### src/ccbs_pkg.sv
// Shared constants for the call and branch sequencer: opcodes, reset values and field positions.
package ccbs_pkg;

    localparam int unsigned ADDR_W = 16;
    localparam int unsigned DATA_W = 8;

    // Opcodes handled by the sequencer.
    localparam logic [7:0] OPC_LOAD_IMM = 8'hA6;
    localparam logic [7:0] OPC_LOAD_DIR = 8'hB6;
    localparam logic [7:0] OPC_STORE_DIR = 8'hB7;
    localparam logic [7:0] OPC_DEC_ACC = 8'h4A;
    localparam logic [7:0] OPC_BR_NONZERO = 8'h26;
    localparam logic [7:0] OPC_BR_POSITIVE = 8'h2A;
    localparam logic [7:0] OPC_CALL_REL = 8'hAD;
    localparam logic [7:0] OPC_CALL_ABS = 8'hCD;
    localparam logic [7:0] OPC_RETURN = 8'h81;

    // Bit test and branch family: high nibble zero, bit index in [3:1], clear test when [0] is one.
    localparam logic [3:0] OPC_BITBR_NIB = 4'h0;
    localparam int unsigned BITBR_SEL_LSB = 1;
    localparam int unsigned BITBR_SEL_W = 3;
    localparam int unsigned BITBR_CLR_POS = 0;

    localparam int unsigned MSB_POS = 7;

    // Direct page and stack page both sit in the lowest 256 bytes.
    localparam logic [7:0] DIRECT_PAGE_HI = 8'h00;
    localparam logic [7:0] STACK_PAGE_HI = 8'h00;
    localparam logic [7:0] SP_RESET = 8'hFF;
    localparam logic [7:0] ACC_RESET = 8'h00;
    localparam logic [7:0] BYTE_ONE = 8'h01;
    localparam logic [7:0] BYTE_ZERO = 8'h00;
    localparam logic [15:0] ADDR_ONE = 16'h0001;
    localparam logic [15:0] ADDR_IDLE = 16'h0000;

    // Execute-step indices; the opcode fetch has no index and runs with step_reg at STEP_1.
    localparam logic [2:0] STEP_1 = 3'h1;
    localparam logic [2:0] STEP_2 = 3'h2;
    localparam logic [2:0] STEP_3 = 3'h3;
    localparam logic [2:0] STEP_4 = 3'h4;
    localparam logic [2:0] STEP_5 = 3'h5;

    typedef enum logic [1:0] {
        CCBS_FETCH = 2'b01,
        CCBS_EXEC = 2'b10
    } ccbs_phase_e;

endpackage : ccbs_pkg

### src/ccbs_sequencer.sv
// Cycle-level sequencer for loads, stores, decrement, branches, calls and returns.
// Operation
// - Loading the accumulator copies bit 7 of the byte into msb_copy_flag.
// - branch_if_positive branches when msb_copy_flag is clear, else falls through.
// - branch_on_cleared_bit branches when the chosen direct byte bit is zero; 0f tests 7.
// - Bit-test loop is one cycle and one byte shorter than load plus branch.
// - Immediate load takes two cycles: opcode fetch, then operand into accumulator.
// - Absolute call: fetch opcode, read target high, read target low, form address.
// - Call pushes return low then high byte, decrementing stack_pointer after each.
// - After the pushes program_counter takes the target; next cycle fetches there.
// - decrement_accumulator takes three cycles, subtracts one and updates result_empty_flag.
// - branch_if_nonzero adds signed offset to program_counter when result_empty_flag clear.
// - branch_if_nonzero falls through to the next instruction when result_empty_flag set.
// - Return takes six cycles, pulling high then low byte with pre-increments.
// - Direct store takes four cycles, writing accumulator to page zero last.
// - Return resumes after whichever call, absolute or relative, entered the subroutine.
// - A byte loaded into the accumulator sets result_empty_flag exactly when zero.
// - Flags an instruction does not define keep their previous values.
// - Bit-test branches use three bytes: opcode, direct address, signed offset.
`timescale 1ns/10ps
module ccbs_sequencer #(
    parameter logic [15:0] RESET_PC = 16'h0100
) (
    input wire logic sys_clk_in,
    input wire logic arst_n_in,
    input wire logic [7:0] mem_rdata_in,
    output logic [15:0] mem_addr_out,
    output logic [7:0] mem_wdata_out,
    output logic mem_rd_out,
    output logic mem_wr_out,
    output logic instr_done_out,
    output logic [15:0] program_counter_out,
    output logic [7:0] stack_pointer_out,
    output logic [7:0] acc_out,
    output logic msb_copy_flag_out,
    output logic result_empty_flag_out
);

    if (ccbs_pkg::ADDR_W != 16 || ccbs_pkg::DATA_W != 8) begin : g_bus_width_check
        $error("ccbs_sequencer serves only a 16-bit address and an 8-bit data bus");
    end

    ccbs_pkg::ccbs_phase_e phase_reg;
    logic [2:0] step_reg;
    logic [15:0] pc_reg;
    logic [7:0] opcode_reg, sp_reg, acc_reg, direct_reg;
    logic [7:0] target_hi_reg, target_lo_reg, operand_reg;
    // Control terms decoded for the current cycle.
    logic last_step, pc_inc, pc_load, sp_dec, sp_inc, acc_load, flag_load, rd_c, wr_c;
    logic direct_load, target_hi_load, target_lo_load, operand_load;
    logic [15:0] pc_load_val, addr_c;
    logic [7:0] acc_load_val, wdata_c;
    logic is_bitbr, bit_sel_val, msb_flag, zero_flag;
    logic [15:0] rel_target, ret_addr;
    assign is_bitbr = (opcode_reg[7:4] == ccbs_pkg::OPC_BITBR_NIB);
    assign bit_sel_val =
        operand_reg[opcode_reg[ccbs_pkg::BITBR_SEL_LSB +: ccbs_pkg::BITBR_SEL_W]];
    // Relative targets use the offset held in operand_reg, taken after pc passed the branch.
    assign rel_target = pc_reg + {{8{operand_reg[ccbs_pkg::MSB_POS]}}, operand_reg};
    assign ret_addr = pc_reg;
    always_comb begin
        last_step = 1'b0;
        pc_inc = 1'b0;
        pc_load = 1'b0;
        pc_load_val = pc_reg;
        sp_dec = 1'b0;
        sp_inc = 1'b0;
        acc_load = 1'b0;
        acc_load_val = acc_reg;
        flag_load = 1'b0;
        direct_load = 1'b0;
        target_hi_load = 1'b0;
        target_lo_load = 1'b0;
        operand_load = 1'b0;
        addr_c = ccbs_pkg::ADDR_IDLE;
        rd_c = 1'b0;
        wr_c = 1'b0;
        wdata_c = ccbs_pkg::BYTE_ZERO;
        if (phase_reg == ccbs_pkg::CCBS_FETCH) begin
            addr_c = pc_reg;
            rd_c = 1'b1;
            pc_inc = 1'b1;
        end else if (is_bitbr) begin
            unique case (step_reg)
                ccbs_pkg::STEP_1: begin
                    addr_c = pc_reg;
                    rd_c = 1'b1;
                    direct_load = 1'b1;
                    pc_inc = 1'b1;
                end
                ccbs_pkg::STEP_2: begin
                    addr_c = {ccbs_pkg::DIRECT_PAGE_HI, direct_reg};
                    rd_c = 1'b1;
                    operand_load = 1'b1;
                end
                ccbs_pkg::STEP_3: begin
                    addr_c = pc_reg;
                    rd_c = 1'b1;
                    target_lo_load = 1'b1;
                    pc_inc = 1'b1;
                end
                default: begin
                    last_step = 1'b1;
                    // Clear test when opcode bit 0 is one, set test otherwise.
                    if (bit_sel_val != opcode_reg[ccbs_pkg::BITBR_CLR_POS]) begin
                        pc_load = 1'b1;
                        pc_load_val = pc_reg + {{8{target_lo_reg[ccbs_pkg::MSB_POS]}},
                                                target_lo_reg};
                    end
                end
            endcase
        end else begin
            unique case (opcode_reg)
                ccbs_pkg::OPC_LOAD_IMM: begin
                    addr_c = pc_reg;
                    rd_c = 1'b1;
                    acc_load = 1'b1;
                    acc_load_val = mem_rdata_in;
                    flag_load = 1'b1;
                    pc_inc = 1'b1;
                    last_step = 1'b1;
                end
                ccbs_pkg::OPC_LOAD_DIR: begin
                    rd_c = 1'b1;
                    if (step_reg == ccbs_pkg::STEP_1) begin
                        addr_c = pc_reg;
                        direct_load = 1'b1;
                        pc_inc = 1'b1;
                    end else begin
                        addr_c = {ccbs_pkg::DIRECT_PAGE_HI, direct_reg};
                        acc_load = 1'b1;
                        acc_load_val = mem_rdata_in;
                        flag_load = 1'b1;
                        last_step = 1'b1;
                    end
                end
                ccbs_pkg::OPC_STORE_DIR: begin
                    unique case (step_reg)
                        ccbs_pkg::STEP_1: begin
                            addr_c = pc_reg;
                            rd_c = 1'b1;
                            direct_load = 1'b1;
                        end
                        ccbs_pkg::STEP_2: begin
                            pc_inc = 1'b1;
                        end
                        default: begin
                            addr_c = {ccbs_pkg::DIRECT_PAGE_HI, direct_reg};
                            wr_c = 1'b1;
                            wdata_c = acc_reg;
                            last_step = 1'b1;
                        end
                    endcase
                end
                ccbs_pkg::OPC_DEC_ACC: begin
                    if (step_reg == ccbs_pkg::STEP_1) begin
                        acc_load = 1'b1;
                        acc_load_val = acc_reg - ccbs_pkg::BYTE_ONE;
                        flag_load = 1'b1;
                    end else begin
                        last_step = 1'b1;
                    end
                end
                ccbs_pkg::OPC_BR_NONZERO, ccbs_pkg::OPC_BR_POSITIVE: begin
                    if (step_reg == ccbs_pkg::STEP_1) begin
                        addr_c = pc_reg;
                        rd_c = 1'b1;
                        operand_load = 1'b1;
                        pc_inc = 1'b1;
                    end else begin
                        last_step = 1'b1;
                        pc_load = (opcode_reg == ccbs_pkg::OPC_BR_NONZERO) ?
                                  !zero_flag : !msb_flag;
                        pc_load_val = rel_target;
                    end
                end
                ccbs_pkg::OPC_CALL_ABS, ccbs_pkg::OPC_CALL_REL: begin
                    unique case (step_reg)
                        ccbs_pkg::STEP_1: begin
                            addr_c = pc_reg;
                            rd_c = 1'b1;
                            pc_inc = 1'b1;
                            target_hi_load = (opcode_reg == ccbs_pkg::OPC_CALL_ABS);
                            operand_load = (opcode_reg == ccbs_pkg::OPC_CALL_REL);
                        end
                        ccbs_pkg::STEP_2: begin
                            if (opcode_reg == ccbs_pkg::OPC_CALL_ABS) begin
                                addr_c = pc_reg;
                                rd_c = 1'b1;
                                target_lo_load = 1'b1;
                                pc_inc = 1'b1;
                            end else begin
                                target_hi_load = 1'b1;
                                target_lo_load = 1'b1;
                            end
                        end
                        ccbs_pkg::STEP_3: begin
                            // Target formed internally; bus stays idle.
                        end
                        ccbs_pkg::STEP_4: begin
                            addr_c = {ccbs_pkg::STACK_PAGE_HI, sp_reg};
                            wr_c = 1'b1;
                            wdata_c = ret_addr[7:0];
                            sp_dec = 1'b1;
                        end
                        default: begin
                            addr_c = {ccbs_pkg::STACK_PAGE_HI, sp_reg};
                            wr_c = 1'b1;
                            wdata_c = ret_addr[15:8];
                            sp_dec = 1'b1;
                            pc_load = 1'b1;
                            pc_load_val = {target_hi_reg, target_lo_reg};
                            last_step = 1'b1;
                        end
                    endcase
                end
                ccbs_pkg::OPC_RETURN: begin
                    unique case (step_reg)
                        ccbs_pkg::STEP_1: begin
                        end
                        ccbs_pkg::STEP_2, ccbs_pkg::STEP_4: begin
                            sp_inc = 1'b1;
                        end
                        ccbs_pkg::STEP_3: begin
                            addr_c = {ccbs_pkg::STACK_PAGE_HI, sp_reg};
                            rd_c = 1'b1;
                            target_hi_load = 1'b1;
                        end
                        default: begin
                            addr_c = {ccbs_pkg::STACK_PAGE_HI, sp_reg};
                            rd_c = 1'b1;
                            pc_load = 1'b1;
                            pc_load_val = {target_hi_reg, mem_rdata_in};
                            last_step = 1'b1;
                        end
                    endcase
                end
                default: begin
                    // Opcodes outside this block retire as a two-cycle no-operation.
                    last_step = 1'b1;
                end
            endcase
        end
    end
    // Phase and step sequencing; fetch always follows the last execute step.
    always_ff @(posedge sys_clk_in or negedge arst_n_in) begin
        if (!arst_n_in) begin
            phase_reg <= ccbs_pkg::CCBS_FETCH;
            step_reg <= ccbs_pkg::STEP_1;
        end else if (phase_reg == ccbs_pkg::CCBS_FETCH) begin
            phase_reg <= ccbs_pkg::CCBS_EXEC;
            step_reg <= ccbs_pkg::STEP_1;
        end else if (last_step) begin
            phase_reg <= ccbs_pkg::CCBS_FETCH;
            step_reg <= ccbs_pkg::STEP_1;
        end else begin
            step_reg <= step_reg + ccbs_pkg::STEP_1;
        end
    end
    always_ff @(posedge sys_clk_in or negedge arst_n_in) begin
        if (!arst_n_in) begin
            opcode_reg <= ccbs_pkg::BYTE_ZERO;
        end else if (phase_reg == ccbs_pkg::CCBS_FETCH) begin
            opcode_reg <= mem_rdata_in;
        end
    end
    always_ff @(posedge sys_clk_in or negedge arst_n_in) begin
        if (!arst_n_in) begin
            pc_reg <= RESET_PC;
        end else if (pc_load) begin
            pc_reg <= pc_load_val;
        end else if (pc_inc) begin
            pc_reg <= pc_reg + ccbs_pkg::ADDR_ONE;
        end
    end
    always_ff @(posedge sys_clk_in or negedge arst_n_in) begin
        if (!arst_n_in) begin
            sp_reg <= ccbs_pkg::SP_RESET;
        end else if (sp_dec) begin
            sp_reg <= sp_reg - ccbs_pkg::BYTE_ONE;
        end else if (sp_inc) begin
            sp_reg <= sp_reg + ccbs_pkg::BYTE_ONE;
        end
    end
    always_ff @(posedge sys_clk_in or negedge arst_n_in) begin
        if (!arst_n_in) begin
            acc_reg <= ccbs_pkg::ACC_RESET;
        end else if (acc_load) begin
            acc_reg <= acc_load_val;
        end
    end
    // Operand latches; the relative call stores its computed target in the same pair.
    always_ff @(posedge sys_clk_in or negedge arst_n_in) begin
        if (!arst_n_in) begin
            direct_reg <= ccbs_pkg::BYTE_ZERO;
            operand_reg <= ccbs_pkg::BYTE_ZERO;
            target_hi_reg <= ccbs_pkg::BYTE_ZERO;
            target_lo_reg <= ccbs_pkg::BYTE_ZERO;
        end else begin
            if (direct_load) begin
                direct_reg <= mem_rdata_in;
            end
            if (operand_load) begin
                operand_reg <= mem_rdata_in;
            end
            if (target_hi_load) begin
                target_hi_reg <= (opcode_reg == ccbs_pkg::OPC_CALL_REL) ?
                                 rel_target[15:8] : mem_rdata_in;
            end
            if (target_lo_load) begin
                target_lo_reg <= (opcode_reg == ccbs_pkg::OPC_CALL_REL) ?
                                 rel_target[7:0] : mem_rdata_in;
            end
        end
    end
    // Only loads and the decrement strobe the flags; all else leaves them untouched.
    ccbs_flag_unit #(.WIDTH(ccbs_pkg::DATA_W)) ccbs_flag_unit_i (
        .sys_clk_in(sys_clk_in),
        .arst_n_in(arst_n_in),
        .load_in(flag_load),
        .value_in(acc_load_val),
        .msb_copy_flag_out(msb_flag),
        .result_empty_flag_out(zero_flag)
    );
    assign mem_addr_out = addr_c;
    assign mem_rd_out = rd_c;
    assign mem_wr_out = wr_c;
    assign mem_wdata_out = wdata_c;
    assign instr_done_out = (phase_reg == ccbs_pkg::CCBS_EXEC) && last_step;
    assign program_counter_out = pc_reg;
    assign stack_pointer_out = sp_reg;
    assign acc_out = acc_reg;
    assign msb_copy_flag_out = msb_flag;
    assign result_empty_flag_out = zero_flag;

endmodule : ccbs_sequencer

### src/ccbs_flag_unit.sv
// Sign and zero condition flags, updated from a byte whenever a load strobe is given.
`timescale 1ns/10ps
module ccbs_flag_unit #(
    parameter int unsigned WIDTH = 8
) (
    input wire logic sys_clk_in,
    input wire logic arst_n_in,
    input wire logic load_in,
    input wire logic [WIDTH-1:0] value_in,
    output logic msb_copy_flag_out,
    output logic result_empty_flag_out
);

    if (WIDTH < 2) begin : g_width_check
        $error("ccbs_flag_unit needs a width of at least two bits");
    end

    // Flags not strobed keep their value, so other instructions leave them alone.
    always_ff @(posedge sys_clk_in or negedge arst_n_in) begin
        if (!arst_n_in) begin
            msb_copy_flag_out <= 1'b0;
        end else if (load_in) begin
            msb_copy_flag_out <= value_in[WIDTH-1];
        end
    end

    always_ff @(posedge sys_clk_in or negedge arst_n_in) begin
        if (!arst_n_in) begin
            result_empty_flag_out <= 1'b0;
        end else if (load_in) begin
            result_empty_flag_out <= (value_in == '0);
        end
    end

endmodule : ccbs_flag_unit

### config.mk
export PLATFORM = sky130hd
export DESIGN_NAME = ccbs_sequencer
export DESIGN_NICKNAME = d
export VERILOG_FILES = /design/src/ccbs_pkg.sv /design/src/ccbs_sequencer.sv /design/src/ccbs_flag_unit.sv
export SDC_FILE = /design/constraint.sdc
export NUM_CORES = 1
export LEC_CHECK = 0
export BUFFER_PORTS_ARGS = -buffer_cell sky130_fd_sc_hd__buf_2
export CAP_MARGIN = 15
export CORE_UTILIZATION = 65
export CTS_CLUSTER_SIZE = 30
export DETAILED_ROUTE_END_ITERATION = 7
export PLACE_DENSITY = 0.83
export SLEW_MARGIN = 10
export SYNTH_ARGS = -nofsm -noshare
export SYNTH_HDL_FRONTEND = slang
export SYNTH_SLANG_ARGS = --single-unit
### constraint.sdc
create_clock -name sys_clk_in -period 7.45 [get_ports sys_clk_in]
set_clock_uncertainty 0.1 [all_clocks]
set_input_delay 0.3725 -clock sys_clk_in [delete_from_list [all_inputs] [get_ports sys_clk_in]]
set_output_delay 0.3725 -clock sys_clk_in [all_outputs]
set_load 0.1 [all_outputs]
; Word level (Yosys, flattened, before mapping)
; Index checks and enable logic that the tools add are counted.
[classes]
n_addsub = 7
n_reduce_logical = 23
eq_ne = 23
n_lt_le_gt_ge = 1
n_mux = 96
[op_table]
columns = cell, n
row1 = 16-bit 2-to-1 mux, 14
row2 = 8-bit 2-to-1 mux, 12
row3 = 16-bit case mux with 3 select lines, 2
row4 = 16-bit case mux with 6 select lines, 1
row5 = 16-bit case mux with 2 select lines, 2
row6 = 8-bit equality test (second input constant), 6
row7 = 1-bit 2-to-1 mux, 47
row8 = 16-bit adder, 2
row9 = 8-bit case mux with 2 select lines, 2
row10 = 8-bit case mux with 3 select lines, 1
row11 = 16-bit by 1-bit adder with 16-bit output (second input constant), 1
row12 = 8-bit by 6-bit equality test with 1-bit output (second input constant), 2
row13 = 8-bit by 1-bit subtractor with 8-bit output (second input constant), 2
row14 = 3-bit OR reduction, 5
row15 = 2-bit OR reduction, 7
row16 = 4-bit != test (second input constant), 3
row17 = 1-bit case mux with 2 select lines, 6
row18 = 8-bit by 1-bit adder with 8-bit output (second input constant), 1
row19 = 8-bit by 7-bit equality test with 1-bit output (second input constant), 1
row20 = 8-bit zero test, 1
row21 = 1-bit case mux with 4 select lines, 2
row22 = 8-bit AND reduction, 1
row23 = 4-bit OR reduction, 2
row24 = 3-bit by 2-bit equality test with 1-bit output (second input constant), 2
row25 = other kinds (19), 25
[word_totals]
out_inout_bits = 61
register_bits = 79
elab_cells = 162
input_bits = 10

; Logic depth before layout (Yosys ltp)
[logic_depth]
word_depth = 9
depth_mapped = 15
depth_no_buf = 14

; By module
; From an unflattened synthesis, not the netlist that was laid out.
[unflattened]
hier_cells = 808
area_unflattened_um2 = 6749.0
[by_module_without_submodules]
columns = module, cells_each, instances, area_each_um2, seq_area_each_um2
row1 = ccbs_sequencer, 800, 1, 6650.1, 1940.6
row2 = ccbs_flag_unit, 8, 1, 98.8, 50.0

; Worst setup path after synthesis
; Ideal clock, no wire load.
[synth_timing]
kind = register to output
from = register opcode_reg[0]
to = output mem_addr_out[1]
required_time_ns = 6.977
arrival_ns = 4.270
path_stages_with_launch = 10
path_slack_ns = 2.707
n_path_buf = 2
cell_sequence = dfrtp_1 clkbuf_1 nor4bb_1 and3_1 clkbuf_1 nand2b_1 a21oi_1 a221oi_1 o21ai_0 a21boi_0
[synth_between]
elab_chain_len = 6
elab_cells_between_ends = 15
cone_classes = 8 x eq/ne / 5 x mux / 2 x reduce/logical
[synth_lines]
columns = element, line_no
row1 = start: declaration, ccbs_sequencer.sv:46  ; logic [7:0] opcode_reg, sp_reg, acc_reg, direct_reg;
row2 = start signal: assignment, ccbs_sequencer.sv:262  ; opcode_reg <= ccbs_pkg::BYTE_ZERO;
row3 = start signal: assignment, ccbs_sequencer.sv:264  ; opcode_reg <= mem_rdata_in;
row4 = 8-bit equality test, "ccbs_sequencer.sv:113, ccbs_sequencer.sv:187"
row5 = 16-bit 2-to-1 mux, ccbs_sequencer.sv:187  ; if (opcode_reg == ccbs_pkg::OPC_CALL_ABS) begin
row6 = 16-bit case mux with 3 select lines, ccbs_sequencer.sv:178  ; unique case (step_reg)
row7 = 16-bit case mux with 6 select lines (*), ccbs_sequencer.sv:113  ; unique case (opcode_reg)
row8 = 16-bit 2-to-1 mux (*), ccbs_sequencer.sv:83  ; end else if (is_bitbr) begin
row9 = 16-bit 2-to-1 mux (*), ccbs_sequencer.sv:79  ; if (phase_reg == ccbs_pkg::CCBS_FETCH) begin
row10 = end: declaration, ccbs_sequencer.sv:27  ; output logic [15:0] mem_addr_out,
; Mark *: on every way between the ends. The rest lies on a longest branch, timed or not.

; Final worst setup path
[layout_timing]
from = register opcode_reg[4]
to = register sp_reg[7] (netlist: stack_pointer_out[7])
[layout_between]
elab_chain_len = 6
elab_cells_between_ends = 13
cone_classes = 3 x eq/ne / 7 x mux / 3 x reduce/logical
[layout_lines]
columns = element, line_no
row1 = 8-bit equality test, ccbs_sequencer.sv:113
row2 = 2-bit OR reduction, ccbs_sequencer.sv:113
row3 = 1-bit 2-to-1 mux, ccbs_sequencer.sv:113
row4 = 1-bit 2-to-1 mux, ccbs_sequencer.sv:83
row5 = 1-bit 2-to-1 mux, ccbs_sequencer.sv:79
row6 = 8-bit 2-to-1 mux / 2-bit nonzero test (equally long branches), --
row7 = end signal: assignment, ccbs_sequencer.sv:278  ; sp_reg <= ccbs_pkg::SP_RESET;
row8 = end signal: assignment, ccbs_sequencer.sv:280  ; sp_reg <= sp_reg - ccbs_pkg::BYTE_ONE;
row9 = end signal: assignment, ccbs_sequencer.sv:282  ; sp_reg <= sp_reg + ccbs_pkg::BYTE_ONE;
row10 = end: declaration, ccbs_sequencer.sv:46
; Parallel ways exist; a longest one is shown, timed or not.
; A chain may end at the register's enable or synchronous reset.

==> tab_implementation.tex <==
\begin{tabular}{lr}
\hline
Metric & Value \\
\hline
\multicolumn{2}{l}{\textbf{Synthesis}} \\
Main flop type after synthesis & dfrtp\_1 \\
Async set-or-reset flop fraction in the synthesized netlist & 100\% \\
Number of warnings reported in the yosys synthesis log & 0 \\
Number of library cell types mapped by synthesis & 76 \\
Number of instances in the synthesized netlist & 831 \\
Cell area after synthesis & 6740 sq um \\
Top area cells in the synthesized netlist & dfrtp\_1 25\%, ha\_1 8.0\%, nand2\_1 6.1\% \\
Proportion of synthesized area in mux cells & 4.44\% \\
Average size of a mapped cell & 8.11 sq um \\
Library cell occupying the most area in the post-synthesis netlist & dfrtp\_1 \\
Most numerous cell types in the synthesized netlist & 110 x nand2\_1, 74 x nor2\_1, 67 x dfrtp\_1 \\
Post-synth EDFFs & 0 \\
Net count after synthesis & 887 \\
Adder-cell share of the synthesized area & 8.88\% \\
Post-Synth Simple-Gate Area & 22.7\% \\
Number of synthesized register bits & 78 \\
Share of the synthesized area in compound gates (AO/OA/AOI/OAI) & 27.0\% \\
Dominant combinational cell family by area after synthesis & compound AO/OA/AOI/OAI gates \\
Portion of synthesized cell area occupied by the leading cell type & 24.9\% \\
Sequential share of the synthesized area & 29.2\% \\
Dominant cell by count in the synthesized netlist & nand2\_1 \\
Xor and xnor fraction of the mapped netlist area & 4.16\% \\
\multicolumn{2}{l}{\textbf{STA}} \\
Maximum clock frequency & 0.224 GHz \\
Share of the cycle needed by the critical path after routing & 59.9\% \\
Worst slew margin relative to its limit & 31.7\% \\
Max-slew violation count & 0 \\
Worst-margin pin slew & 1.02 ns \\
Min Tclk post-route & 4.46 ns \\
Setup-violating endpoint count in the final report & 0 \\
Post-route setup TNS & 0 ns \\
Final number of hold-violating endpoints & 0 \\
Setup repair after global routing missed its margin & no \\
\multicolumn{2}{l}{\textbf{Worst setup path}} \\
Highest fanout seen on the critical path & 16 \\
Endpoint arrival time on the critical path & 4.67 ns \\
Cell count of the worst reg-to-reg path & 12 \\
Element type at the critical path end & register \\
Register-to-register path setup slack & 2.99 ns \\
CP Data Required Time & 7.66 ns \\
Worst Setup EP & stack\_pointer\_out[7]\$\_DFFE\_PN1P\_ \\
Setup Crit Path Kind & reg -> reg \\
Startpoint of the worst register-to-register path & opcode\_reg[4]\$\_DFFE\_PN0P\_ \\
End of the worst register-to-register path & stack\_pointer\_out[7]\$\_DFFE\_PN1P\_ \\
Worst setup path startpoint & opcode\_reg[4]\$\_DFFE\_PN0P\_ \\
Nature of the critical path startpoint & register \\
\multicolumn{2}{l}{\textbf{Drt}} \\
First-pass DRT Iterations & 6 \\
Antenna Nets Post-Route & 0 \\
DR iter-0 viols & 987 \\
Post-DR vias/cell & 6.95 \\
Total via count after detailed routing & 7078 \\
Post-detailed-route wirelength per cell & 21.8 microns \\
DRC & 0 \\
Total wire length after detailed routing & 22200 microns \\
\multicolumn{2}{l}{\textbf{Cells and area}} \\
Flip-flop count of the largest register after layout & 16 \\
Share of post-route cells with drive strength above 1 & 15.8\% \\
Final cell count without fillers & 1018 \\
P\&R area growth vs syn & 9.99\% \\
Number of nets in the final layout & 936 \\
N\_diodes & 0 \\
\multicolumn{2}{l}{\textbf{Placed design}} \\
Final HPWL DP & 16000 microns \\
Quantity of I/O buffers inserted on ports & 70 \\
Cell total after placement & 1001 \\
GPL Wtd Cong & 1.05 \\
\multicolumn{2}{l}{\textbf{Floorplan}} \\
Top Ports & 71 \\
Core area & 9910 sq um \\
Row cnt & 36 \\
Initial core utilization & 68.0\% \\
Die height & 104 microns \\
Die area & 10800 sq um \\
Die width & 104 microns \\
\multicolumn{2}{l}{\textbf{Clocking}} \\
Setup Fix Bufs, Post-CTS & 0 \\
Cell at the root of the clock tree & clkbuf\_8 \\
Number of hold buffers added after CTS & 0 \\
Sinks on Clock Net & 78 \\
CTS H-Tree Depth & 3 \\
Clk pin slew, worst setup/hold paths & 0.08 ns \\
TritonCTS clock tree & yes \\
Insertion delay of the later-clocked pin in the worst-skew pair & 0.38 ns \\
Gates resized, CTS repair & 0 \\
Clock buffers created by TritonCTS & 9 \\
Buffers from clock root to sink, at most & 2 \\
\multicolumn{2}{l}{\textbf{Global routing}} \\
Met2 track utilization from global routing & 63.2\% \\
Total Routing Usage GR & 42.4\% \\
Remaining Overflow, GRT & 0 \\
Global-route wire length before repair & 35300 microns \\
Global-route track usage on met3 & 10.7\% \\
Vias in the first global route & 6578 \\
Antenna violations before repair & 0 \\
Most Used Layer, Global Route & met2 \\
Met1 track demand over resource & 58.1\% \\
Maximum number of pins on one net before global-route repair & 79 \\
\multicolumn{2}{l}{\textbf{Min path}} \\
Min-Delay Path Class & in -> async \\
\multicolumn{2}{l}{\textbf{Outcome}} \\
Status & completed \\
\multicolumn{2}{l}{\textbf{Job}} \\
MaxCap Viol Count & 0 \\
\hline
\end{tabular}
[worst max-delay path: stages (launching register included)]
cell      delay [ns]
dfrtp_1         0.55
nor4bb_1        0.65
and3_1          0.67
nand3_1         0.35
inv_1           0.30
ha_1            0.28
a21o_1          0.18
a21oi_1         0.24
nor2b_1         0.10
o21a_1          0.21
o41a_1          0.35
mux2i_1         0.24
xor2_1          0.17
[area by class of cell]
cell class / count / area [sq um]
Inverter: 24 / 90.1
Tap cell: 133 / 166
Multi-Input combinational cell: 689 / 4530
Clock inverter: 5 / 106
Timing Repair Buffer: 78 / 410
Clock buffer: 11 / 141
Sequential cell: 78 / 1970
Fill cell: 748 / 2500
[logic make-up after synthesis]
logic type | count (synthesis)
AND/OR/NAND/NOR | 315
buffers and inverters | 64
multiplexers | 25
AO/OA/AOI/OAI | 271
adder cells (fa/ha/maj) | 46
XOR/XNOR | 32
flip-flops | 78
[how the worst min path moves through the flow]
stage                                   end  slack (ns)  cells after the start
2_1_floorplan        acc_out[0]$_DFFE_PN0P_       -0.02                      0
3_3_place_gp          step_reg[0]$_DFF_PN1_        0.36                      1
3_5_place_dp          step_reg[0]$_DFF_PN1_        0.37                      1
4_1_cts           opcode_reg[3]$_DFFE_PN0P_        0.09                      1
5_1_grt        target_hi_reg[3]$_DFFE_PN0P_        0.12                      1
6_report       target_hi_reg[3]$_DFFE_PN0P_        0.03                      1
[metrics by stage]
stage	hold slack (ns)	util, %	setup WS (ns)	instance area [sq um]
6_report	0.0283	74.8	2.99	7410
3_5_place_dp	0.367	72.2	3.17	7160
3_3_place_gp	0.360	72.2	3.56	7160
2_1_floorplan	-0.0231	-	2.71	6740
5_1_grt	0.124	74.8	2.69	7410
4_1_cts	0.0931	74.7	3.09	7400
[layout by cell type, fill, tap and decap left out, types with 8 or more instances in the layout]
cell,instances
xor2_1,16
nand2b_1,8
buf_2,69
buf_4,8
xnor2_1,16
nor2b_1,11
a21oi_1,54
nor3_1,13
a211oi_1,10
mux2_2,19
and3_1,11
o21a_1,14
a31oi_1,15
a22oi_1,24
a21o_1,11
dfrtp_1,67
nor2_1,74
clkbuf_8,10
ha_1,43
nand3_1,21
nand2_1,110
o211ai_1,15
dfstp_2,11
inv_1,24
and2_1,16
o21ai_0,61
[per-layer routing]
layer / vias up / routed length (microns)
met5: - / 0
met4: 0 / 1060
met3: 98 / 2870
met2: 511 / 9470
met1: 3293 / 8770
li1: 3176 / -
Power is not shown: default switching activity piles up to over one toggle a cycle in this logic, so the estimate is an artifact.
